`src/core/ssp_pkg.sv`:
```
// Register map, field positions and state type of the serial port status block
package ssp_pkg;

  localparam int          SSP_ADDR_W      = 12;
  localparam int          SSP_DATA_W      = 32;
  localparam int          SSP_LEVEL_W     = 4;
  localparam int          SSP_SER_W       = 16;
  localparam int          SSP_NUM_IRQ     = 4;

  // Register byte offsets
  localparam logic [11:0] SSP_OFS_DATA    = 12'h008;
  localparam logic [11:0] SSP_OFS_STATUS  = 12'h00c;
  localparam logic [11:0] SSP_OFS_PRESC   = 12'h010;
  localparam logic [11:0] SSP_OFS_MASK    = 12'h014;
  localparam logic [11:0] SSP_OFS_RAW     = 12'h018;
  localparam logic [11:0] SSP_OFS_MIS     = 12'h01c;
  localparam logic [11:0] SSP_OFS_ICLR    = 12'h020;
  localparam logic [11:0] SSP_OFS_ID4     = 12'hfd0;
  localparam logic [11:0] SSP_OFS_ID5     = 12'hfd4;
  localparam logic [11:0] SSP_OFS_ID6     = 12'hfd8;

  // Status bit positions
  localparam int          SSP_BIT_BUSY    = 4;
  localparam int          SSP_BIT_RXFULL  = 3;
  localparam int          SSP_BIT_RXAVAIL = 2;
  localparam int          SSP_BIT_TXROOM  = 1;
  localparam int          SSP_BIT_TXEMPTY = 0;

  // Interrupt bit positions, shared by mask, raw, masked and clear
  localparam int          SSP_IRQ_TX      = 3;
  localparam int          SSP_IRQ_RX      = 2;
  localparam int          SSP_IRQ_RT      = 1;
  localparam int          SSP_IRQ_ROR     = 0;

  // FIFO geometry
  localparam logic [3:0]  SSP_FIFO_DEPTH  = 4'h8;
  localparam logic [3:0]  SSP_FIFO_HALF   = 4'h4;
  localparam logic [3:0]  SSP_LEVEL_EMPTY = 4'h0;

  // Prescaler
  localparam logic [7:0]  SSP_PRESC_RESET = 8'h00;
  localparam logic [7:0]  SSP_PRESC_MIN   = 8'h02;
  localparam logic [7:0]  SSP_PRESC_LSB0  = 8'hfe;
  localparam logic [7:0]  SSP_CNT_ONE     = 8'h01;

  // Identification bytes: values are arbitrary
  localparam logic [7:0]  SSP_ID_FOUR     = 8'h5a;
  localparam logic [7:0]  SSP_ID_FIVE     = 8'h3c;
  localparam logic [7:0]  SSP_ID_SIX      = 8'h71;

  // Bus responses
  localparam logic [1:0]  SSP_RESP_OKAY   = 2'h0;
  localparam logic [1:0]  SSP_RESP_SLVERR = 2'h2;

  typedef struct packed {
    logic                   awHeld;
    logic [SSP_ADDR_W-1:0]  awAddr;
    logic                   wHeld;
    logic [SSP_DATA_W-1:0]  wData;
    logic [3:0]             wStrb;
    logic                   awready;
    logic                   wready;
    logic                   bvalid;
    logic [1:0]             bresp;
    logic                   arready;
    logic                   rvalid;
    logic [1:0]             rresp;
    logic [SSP_DATA_W-1:0]  rdata;
    logic [7:0]             prescale;
    logic [SSP_NUM_IRQ-1:0] mask;
    logic                   rtRaw;
    logic                   rorRaw;
    logic [7:0]             preCnt;
    logic                   preTick;
    logic                   rxPop;
    logic                   txPush;
    logic [SSP_SER_W-1:0]   txData;
    logic                   irq;
  } ssp_state_t;

  localparam ssp_state_t SSP_STATE_RESET = '0;

endpackage

```
`src/core/ssp_status_irq.sv`:
```
// Status, prescaler, interrupt and identification registers of the serial port
//
// Our own choice: the AXI4-Lite register port.
`timescale 1ns/100ps

// Function
// - Busy bit 4 set while a frame moves or transmit FIFO holds data.
// - Status bit 3 reads 1 when receive FIFO full, else 0.
// - Status bit 2 reads 1 when receive FIFO holds an entry.
// - Status bit 1 reads 0 only when transmit FIFO full; resets to 1.
// - Status bit 0 reads 1 when transmit FIFO empty; resets to 1.
// - System clock divided by 8-bit prescale divisor in bits 7:0.
// - Divisor bit 0 hard-wired to zero; odd writes read back even.
// - Interrupt mask is read/write, cleared at reset, one enables a source.
// - Mask bits: transmit level 3, receive level 2, time-out 1, overrun 0.
// - Raw interrupt status is read-only, unmasked, writes ignored.
// - Raw transmit bit 3 high while transmit occupancy at or below half.
// - Raw receive bit 2 high while receive occupancy at or above half.
// - Raw time-out bit 1 set on receive time-out, held until cleared.
// - Raw overrun bit 0 set on receive overflow, held until cleared.
// - Masked status equals raw AND mask, read-only, writes ignored.
// - Writing clear register: bit 1 clears time-out, bit 0 clears overrun.
// - Identification registers return fixed bytes in bits 7:0, upper bits zero.
// - Data register read pops receive FIFO, write pushes transmit FIFO.
module ssp_status_irq
  import ssp_pkg::*;
(
  input  wire logic                   clk_sys,
  input  wire logic                   rst,
  input  wire logic                   clkEn,
  // AXI4-Lite slave
  input  wire logic [SSP_ADDR_W-1:0]  s_axi_awaddr,
  input  wire logic [2:0]             s_axi_awprot,
  input  wire logic                   s_axi_awvalid,
  output logic                        s_axi_awready,
  input  wire logic [SSP_DATA_W-1:0]  s_axi_wdata,
  input  wire logic [3:0]             s_axi_wstrb,
  input  wire logic                   s_axi_wvalid,
  output logic                        s_axi_wready,
  output logic [1:0]                  s_axi_bresp,
  output logic                        s_axi_bvalid,
  input  wire logic                   s_axi_bready,
  input  wire logic [SSP_ADDR_W-1:0]  s_axi_araddr,
  input  wire logic [2:0]             s_axi_arprot,
  input  wire logic                   s_axi_arvalid,
  output logic                        s_axi_arready,
  output logic [SSP_DATA_W-1:0]       s_axi_rdata,
  output logic [1:0]                  s_axi_rresp,
  output logic                        s_axi_rvalid,
  input  wire logic                   s_axi_rready,
  // FIFO and shifter side
  input  wire logic [SSP_LEVEL_W-1:0] txLevel,
  input  wire logic [SSP_LEVEL_W-1:0] rxLevel,
  input  wire logic                   frameActive,
  input  wire logic [SSP_SER_W-1:0]   rxData,
  input  wire logic                   rxTimeoutEvt,
  input  wire logic                   rxOverrunEvt,
  output logic                        rxPop,
  output logic                        txPush,
  output logic [SSP_SER_W-1:0]        txData,
  output logic                        portClockTick,
  output logic                        intrReq
);

  ssp_state_t st_ff;
  ssp_state_t nxt_st;

  // Live raw interrupt vector
  function automatic logic [SSP_NUM_IRQ-1:0] rawFn(
    input logic [SSP_LEVEL_W-1:0] txLv,
    input logic [SSP_LEVEL_W-1:0] rxLv,
    input logic                   rt,
    input logic                   ror
  );
    logic [SSP_NUM_IRQ-1:0] v;
    v              = '0;
    v[SSP_IRQ_TX]  = (txLv <= SSP_FIFO_HALF);
    v[SSP_IRQ_RX]  = (rxLv >= SSP_FIFO_HALF);
    v[SSP_IRQ_RT]  = rt;
    v[SSP_IRQ_ROR] = ror;
    return v;
  endfunction

  // Live port status word
  function automatic logic [SSP_DATA_W-1:0] statusFn(
    input logic [SSP_LEVEL_W-1:0] txLv,
    input logic [SSP_LEVEL_W-1:0] rxLv,
    input logic                   active
  );
    logic [SSP_DATA_W-1:0] v;
    v               = '0;
    v[SSP_BIT_BUSY]    = active || (txLv != SSP_LEVEL_EMPTY);
    v[SSP_BIT_RXFULL]  = (rxLv == SSP_FIFO_DEPTH);
    v[SSP_BIT_RXAVAIL] = (rxLv != SSP_LEVEL_EMPTY);
    v[SSP_BIT_TXROOM]  = (txLv != SSP_FIFO_DEPTH);
    v[SSP_BIT_TXEMPTY] = (txLv == SSP_LEVEL_EMPTY);
    return v;
  endfunction

  // Word-aligned offset compare, low two address bits ignored
  function automatic logic hitFn(
    input logic [SSP_ADDR_W-1:0] addr,
    input logic [SSP_ADDR_W-1:0] ofs
  );
    return addr[SSP_ADDR_W-1:2] == ofs[SSP_ADDR_W-1:2];
  endfunction

  logic [SSP_NUM_IRQ-1:0] rawVec;
  logic [SSP_NUM_IRQ-1:0] misVec;
  logic                   doWrite;
  logic                   lane0;
  logic                   clrRt;
  logic                   clrRor;
  logic                   rdHit;
  logic [SSP_DATA_W-1:0]  rdWord;

  always_comb begin
    nxt_st  = st_ff;
    rawVec  = rawFn(txLevel, rxLevel, st_ff.rtRaw, st_ff.rorRaw);
    misVec  = rawVec & st_ff.mask;
    doWrite = 1'b0;
    lane0   = 1'b0;
    clrRt   = 1'b0;
    clrRor  = 1'b0;
    rdHit   = 1'b1;
    rdWord  = '0;

    // Strobes last one cycle
    nxt_st.rxPop   = 1'b0;
    nxt_st.txPush  = 1'b0;
    nxt_st.preTick = 1'b0;

    // Write address and data captured in either order
    if (s_axi_awvalid && st_ff.awready) begin
      nxt_st.awHeld = 1'b1;
      nxt_st.awAddr = s_axi_awaddr;
    end
    if (s_axi_wvalid && st_ff.wready) begin
      nxt_st.wHeld = 1'b1;
      nxt_st.wData = s_axi_wdata;
      nxt_st.wStrb = s_axi_wstrb;
    end

    // Write response
    if (st_ff.bvalid && s_axi_bready) begin
      nxt_st.bvalid = 1'b0;
    end

    // Commit a write once both halves are held and no response pending
    if (st_ff.awHeld && st_ff.wHeld && !st_ff.bvalid) begin
      doWrite       = 1'b1;
      lane0         = st_ff.wStrb[0];
      nxt_st.awHeld = 1'b0;
      nxt_st.wHeld  = 1'b0;
      nxt_st.bvalid = 1'b1;
      nxt_st.bresp  = SSP_RESP_OKAY;
      if (hitFn(st_ff.awAddr, SSP_OFS_DATA)) begin
        if (lane0) begin
          nxt_st.txPush = 1'b1;
          nxt_st.txData = st_ff.wData[SSP_SER_W-1:0];
        end
      end else if (hitFn(st_ff.awAddr, SSP_OFS_PRESC)) begin
        if (lane0) begin
          nxt_st.prescale = st_ff.wData[7:0] & SSP_PRESC_LSB0;
        end
      end else if (hitFn(st_ff.awAddr, SSP_OFS_MASK)) begin
        if (lane0) begin
          nxt_st.mask = st_ff.wData[SSP_NUM_IRQ-1:0];
        end
      end else if (hitFn(st_ff.awAddr, SSP_OFS_ICLR)) begin
        clrRt  = lane0 && st_ff.wData[SSP_IRQ_RT];
        clrRor = lane0 && st_ff.wData[SSP_IRQ_ROR];
      end else if (hitFn(st_ff.awAddr, SSP_OFS_STATUS) ||
                   hitFn(st_ff.awAddr, SSP_OFS_RAW) ||
                   hitFn(st_ff.awAddr, SSP_OFS_MIS) ||
                   hitFn(st_ff.awAddr, SSP_OFS_ID4) ||
                   hitFn(st_ff.awAddr, SSP_OFS_ID5) ||
                   hitFn(st_ff.awAddr, SSP_OFS_ID6)) begin
        // Read-only: write accepted and dropped
        nxt_st.bresp = SSP_RESP_OKAY;
      end else begin
        nxt_st.bresp = SSP_RESP_SLVERR;
      end
    end

    // Sticky sources: a new event beats a simultaneous clear
    if (clrRt) begin
      nxt_st.rtRaw = 1'b0;
    end
    if (rxTimeoutEvt) begin
      nxt_st.rtRaw = 1'b1;
    end
    if (clrRor) begin
      nxt_st.rorRaw = 1'b0;
    end
    if (rxOverrunEvt) begin
      nxt_st.rorRaw = 1'b1;
    end

    // Ready only while nothing of that kind is waiting
    nxt_st.awready = !nxt_st.awHeld && !nxt_st.bvalid;
    nxt_st.wready  = !nxt_st.wHeld && !nxt_st.bvalid;

    // Read channel
    if (st_ff.rvalid && s_axi_rready) begin
      nxt_st.rvalid = 1'b0;
    end
    if (s_axi_arvalid && st_ff.arready) begin
      if (hitFn(s_axi_araddr, SSP_OFS_DATA)) begin
        rdWord       = {{(SSP_DATA_W-SSP_SER_W){1'b0}}, rxData};
        nxt_st.rxPop = 1'b1;
      end else if (hitFn(s_axi_araddr, SSP_OFS_STATUS)) begin
        rdWord = statusFn(txLevel, rxLevel, frameActive);
      end else if (hitFn(s_axi_araddr, SSP_OFS_PRESC)) begin
        rdWord = {{(SSP_DATA_W-8){1'b0}}, st_ff.prescale};
      end else if (hitFn(s_axi_araddr, SSP_OFS_MASK)) begin
        rdWord = {{(SSP_DATA_W-SSP_NUM_IRQ){1'b0}}, st_ff.mask};
      end else if (hitFn(s_axi_araddr, SSP_OFS_RAW)) begin
        rdWord = {{(SSP_DATA_W-SSP_NUM_IRQ){1'b0}}, rawVec};
      end else if (hitFn(s_axi_araddr, SSP_OFS_MIS)) begin
        rdWord = {{(SSP_DATA_W-SSP_NUM_IRQ){1'b0}}, misVec};
      end else if (hitFn(s_axi_araddr, SSP_OFS_ICLR)) begin
        // Write-only, reads as zero
        rdWord = '0;
      end else if (hitFn(s_axi_araddr, SSP_OFS_ID4)) begin
        rdWord = {{(SSP_DATA_W-8){1'b0}}, SSP_ID_FOUR};
      end else if (hitFn(s_axi_araddr, SSP_OFS_ID5)) begin
        rdWord = {{(SSP_DATA_W-8){1'b0}}, SSP_ID_FIVE};
      end else if (hitFn(s_axi_araddr, SSP_OFS_ID6)) begin
        rdWord = {{(SSP_DATA_W-8){1'b0}}, SSP_ID_SIX};
      end else begin
        rdHit = 1'b0;
      end
      nxt_st.rvalid = 1'b1;
      nxt_st.rdata  = rdWord;
      nxt_st.rresp  = rdHit ? SSP_RESP_OKAY : SSP_RESP_SLVERR;
    end
    nxt_st.arready = !nxt_st.rvalid;

    // Prescaler; divisors below two are illegal and stop the tick
    if (st_ff.prescale < SSP_PRESC_MIN) begin
      nxt_st.preCnt = '0;
    end else if (st_ff.preCnt + SSP_CNT_ONE >= st_ff.prescale) begin
      nxt_st.preCnt  = '0;
      nxt_st.preTick = 1'b1;
    end else begin
      nxt_st.preCnt = st_ff.preCnt + SSP_CNT_ONE;
    end

    // Level sources track the FIFOs live, only sticky ones need clearing
    nxt_st.irq = |(rawFn(txLevel, rxLevel, nxt_st.rtRaw, nxt_st.rorRaw)
                   & nxt_st.mask);
  end

  always_ff @(posedge clk_sys) begin
    if (rst) begin
      st_ff <= SSP_STATE_RESET;
    end else if (clkEn) begin
      st_ff <= nxt_st;
    end
  end

  assign s_axi_awready = st_ff.awready;
  assign s_axi_wready  = st_ff.wready;
  assign s_axi_bvalid  = st_ff.bvalid;
  assign s_axi_bresp   = st_ff.bresp;
  assign s_axi_arready = st_ff.arready;
  assign s_axi_rvalid  = st_ff.rvalid;
  assign s_axi_rresp   = st_ff.rresp;
  assign s_axi_rdata   = st_ff.rdata;
  assign rxPop         = st_ff.rxPop;
  assign txPush        = st_ff.txPush;
  assign txData        = st_ff.txData;
  assign portClockTick = st_ff.preTick;
  assign intrReq       = st_ff.irq;

endmodule // ssp_status_irq

```
`config.mk`:
```
export PLATFORM = sky130hd
export DESIGN_NAME = ssp_status_irq
export DESIGN_NICKNAME = d
export VERILOG_FILES = /design/src/core/ssp_pkg.sv /design/src/core/ssp_status_irq.sv
export SDC_FILE = /design/constraint.sdc
export NUM_CORES = 1
export LEC_CHECK = 0
export BUFFER_PORTS_ARGS = -buffer_cell sky130_fd_sc_hd__buf_4
export CAP_MARGIN = 25
export CORE_MARGIN = 5
export CORE_UTILIZATION = 50
export DETAILED_ROUTE_END_ITERATION = 6
export GPL_TIMING_DRIVEN = 0
export PLACE_DENSITY = 0.8
export SYNTH_ARGS = -nofsm -noshare
export SYNTH_HDL_FRONTEND = slang
export SYNTH_SLANG_ARGS = --single-unit
```
`constraint.sdc`:
```
create_clock -name clk_sys -period 3.6 [get_ports clk_sys]
set_clock_uncertainty 0.15 [all_clocks]
set_input_delay 0.18 -clock clk_sys [delete_from_list [all_inputs] [get_ports clk_sys]]
set_output_delay 0.18 -clock clk_sys [all_outputs]
set_load 0.005 [all_outputs]
```
==> impl_metrics.json <==
{
  "crit_slowest_cell": "o21ai_1",
  "place_congestion": 0.868,
  "leakagePower_nw": 2.61,
  "ys_top_cells_by_area": "dfxtp_1 40%, nand2_1 9.5%, buf_4 8.3%",
  "synth-edff-count": 0,
  "status": "completed",
  "r2r_start": "st_ff[20]",
  "slowest_delay_ns": 0.50,
  "cts_buffer_depth": 2,
  "synth_cell_type_count": 55,
  "rr_worst_depth": 10,
  "yosys.area.top_type": "dfxtp_1",
  "hold_viol_final": 0,
  "hp-start": "rxData[4]",
  "port_buffers": 112,
  "routed_wl_microns": 13600,
  "finalNonFillerCells": 902,
  "avgSynthCellArea_sq_um": 7.76,
  "die_x_microns": 107,
  "die_area_sq_um": 11400,
  "grt_max_degree": 18,
  "drtIter0Drc": 328,
  "cts_sinks": 93,
  "synth.ff_latch_count": 93,
  "drive_gt1_share_pct": 24.7,
  "hold_path_end": "s_axi_rdata[4]",
  "dr.pass1.iters": 5,
  "slew_headroom_pct": 53.7,
  "layout_worst_path_cycle_share_pct": 76.8,
  "rsz0062_at_grt": "no",
  "grt.overflow.total": 0,
  "grt_pass1_vias": 4668,
  "syn2layout_area_growth_pct": 35.3,
  "hold_path_class": "in2reg",
  "ant_nets": 0,
  "peakVddDrop_mv": 0.280,
  "cts_buffers": 9,
  "dpl.hpwl_microns": 9890,
  "htreeDepth": 3,
  "placeableCoreArea_sq_um": 9200,
  "required_ns": 3.75,
  "routedWlPerCell_microns": 15.1,
  "final.setup.tns_ns": 0,
  "initial_core_util_pct": 51.0,
  "critical_path_class": "reg2reg",
  "track_usage_pct": 23.7,
  "crit_arrival_ns": 2.91,
  "r2r_slack_ns": 0.84,
  "ioPinCount": 162,
  "async_reset_ff_share_pct": 0,
  "critPathLaunchType": "register",
  "clock-root-buffer": "clkbuf_8",
  "ys.flop_type": "dfxtp_1",
  "crit_chain": "ha_1, and3_1, xor2_1, ha_1, or3_1, o21ai_0, a21oi_1, o21ai_1, a22oi_1, nor2_1",
  "path_max_fanout": 8,
  "tritoncts": "done",
  "routed-via-count": 4744,
  "die_h_microns": 107,
  "nets": 895,
  "row_count": 35,
  "clkLatencyLatePin_ns": 0.36,
  "drv_slew": 0,
  "routed_via_density": 5.26,
  "fmax_mhz": 362,
  "grt_pass1_wl_microns": 22000,
  "hold_path_depth": 3,
  "cap_violations": 0,
  "antenna_found_initial": 0,
  "finalCriticalPeriod_ns": 2.76,
  "tightest_slew_ns": 0.689,
  "yosys_warnings": 0,
  "r2r_end": "st_ff[24]",
  "diodes": 0,
  "yosysTopAreaCellShare_pct": 39.7,
  "final-setup-viol-count": 0,
  "pwr_density_cell_nw_per_um2": 315,
  "post-cts-setup-buffers": 0,
  "dp_cells": 844,
  "drc_errors": 0,
  "ys_seq_area_share_pct": 39.7,
  "p_total_w": 0.00200,
  "cp_common_cell": "ha_1",
  "syn-cell-area_sq_um": 4690,
  "path_clk_slew_ns": 0.10,
  "netlist_instances": 604,
  "end_kind": "register"
}
[flip-flops by register name, indices dropped and copies added (netlist names)]
| register | cells |
|---|---|
| s_axi_awready | 1 |
| s_axi_arready | 1 |
| st_ff | 48 |
| portClockTick | 1 |
| rawVec | 2 |
| s_axi_bvalid | 1 |
| intrReq | 1 |
| s_axi_wready | 1 |
| rxPop | 1 |
| s_axi_rvalid | 1 |
| s_axi_rresp | 1 |
| s_axi_bresp | 1 |
| txData | 16 |
| txPush | 1 |
| s_axi_rdata | 16 |
[cells by family after synthesis]
kind of cell	share of synthesized area [%]
muxes	3.23
adders and majority gates	2.14
and+or+nand+nor	23.9
buffers and inverters	12.6
AOI/OAI and AO/OA	17.1
other	0.0800
DFF	39.7
xor gates and xnor gates	1.12
[synth_stat cells (4+ instances only)]
library cell  instances
nand2_1             119
dfxtp_1              93
a21oi_1              74
buf_4                52
nor2_1               51
clkbuf_1             25
nand3_1              23
inv_1                16
mux2i_1              14
nor3_1               14
o21ai_0              13
a22oi_1               9
and3_1                9
ha_1                  8
a211oi_1              5
buf_2                 5
nand2b_1              5
a221oi_1              4
nor4_1                4
o21a_1                4
or3_1                 4
[through the flow]
| stage | cell area, sq um | hold WS [ns] | setup WS, ns | utilization, % |
|---|---|---|---|---|
| 6_report | 6340 | 0.0125 | 0.836 | 69.0 |
| 5_1_grt | 6340 | 0.0455 | 0.635 | 69.0 |
| 4_1_cts | 6340 | 0.00810 | 0.868 | 69.0 |
| 3_5_place_dp | 5730 | 0.288 | 0.908 | 62.3 |
| 3_3_place_gp | 5730 | 0.279 | 0.980 | 62.3 |
| 2_1_floorplan | 4750 | 0.166 | 1.27 | - |
[layout by cell type, fill, tap and decap left out, types with 3 or more instances in the layout]
master	instances
buf_4	164
a211oi_1	5
mux2i_1	14
or3_1	4
nand3_1	23
nand3b_1	3
a2bb2oi_1	3
nor2b_1	3
clkbuf_1	25
conb_1	18
o21a_1	4
xor2_1	3
nor3_1	14
inv_1	16
dlygate4sd3_1	42
o21ai_0	13
xnor2_1	3
nor2_1	51
ha_1	8
a221oi_1	4
clkbuf_8	10
a22oi_1	9
buf_2	5
nand4_1	3
a21oi_1	74
nand2_1	119
dfxtp_1	93
nor4_1	4
and3_1	9
nand2b_1	5
[power breakdown]
group / internal [W] / leakage (nW) / switching (W)
Clock: 0.000281 / 0.0914 / 0.000399
Sequential: 0.00105 / 0.752 / 0.0000164
Combinational: 0.000138 / 1.76 / 0.000117
Total: 0.00146 / 2.61 / 0.000533
[layer usage]
metal  up-vias  routed length, microns  GRT usage (%)
met4         0                     191           6.39
met5         -                       0              0
met2       172                    6750           41.8
met1      2195                    5670           28.6
li1       2362                       -              -
met3        15                     970           5.90
[final cells by class]
class / instances / area [sq um]
clock inverter: 6 / 52.6
buffer: 85 / 529
fill: 757 / 2850
tap: 111 / 139
multi-input combinational: 426 / 2300
sequential: 93 / 1860
timing repair buffer: 154 / 1260
inverter: 17 / 63.8
clock buffer: 10 / 138
[critical path, delay by kind of cell (launching register included)]
| family | cells | cell delay (ns) |
|---|---|---|
| and+or+nand+nor | 3 | 0.63 |
| AOI/OAI and AO/OA | 4 | 0.83 |
| DFF | 1 | 0.41 |
| adders and majority gates | 2 | 0.46 |
| xor gates and xnor gates | 1 | 0.21 |
[worst max path at each step]
stage / from / end / slack (ns) / cells after the start
after floorplan: st_ff[20] / portClockTick / 1.27 / 10
after global placement: st_ff[20] / st_ff[20] / 0.98 / 10
after detailed placement: st_ff[20] / st_ff[23] / 0.91 / 10
after CTS: st_ff[20] / st_ff[24] / 0.87 / 10
after global routing: st_ff[20] / st_ff[24] / 0.63 / 10
final: st_ff[20] / st_ff[24] / 0.84 / 10
[what timing repair did]
| action | in CTS | in global routing |
|---|---|---|
| gates resized for setup | 0 | 0 |
| endpoints found under the hold margin | 43 | 0 |
| hold buffers | 42 | 0 |
Note: power is estimated with default switching activity, not from simulation.
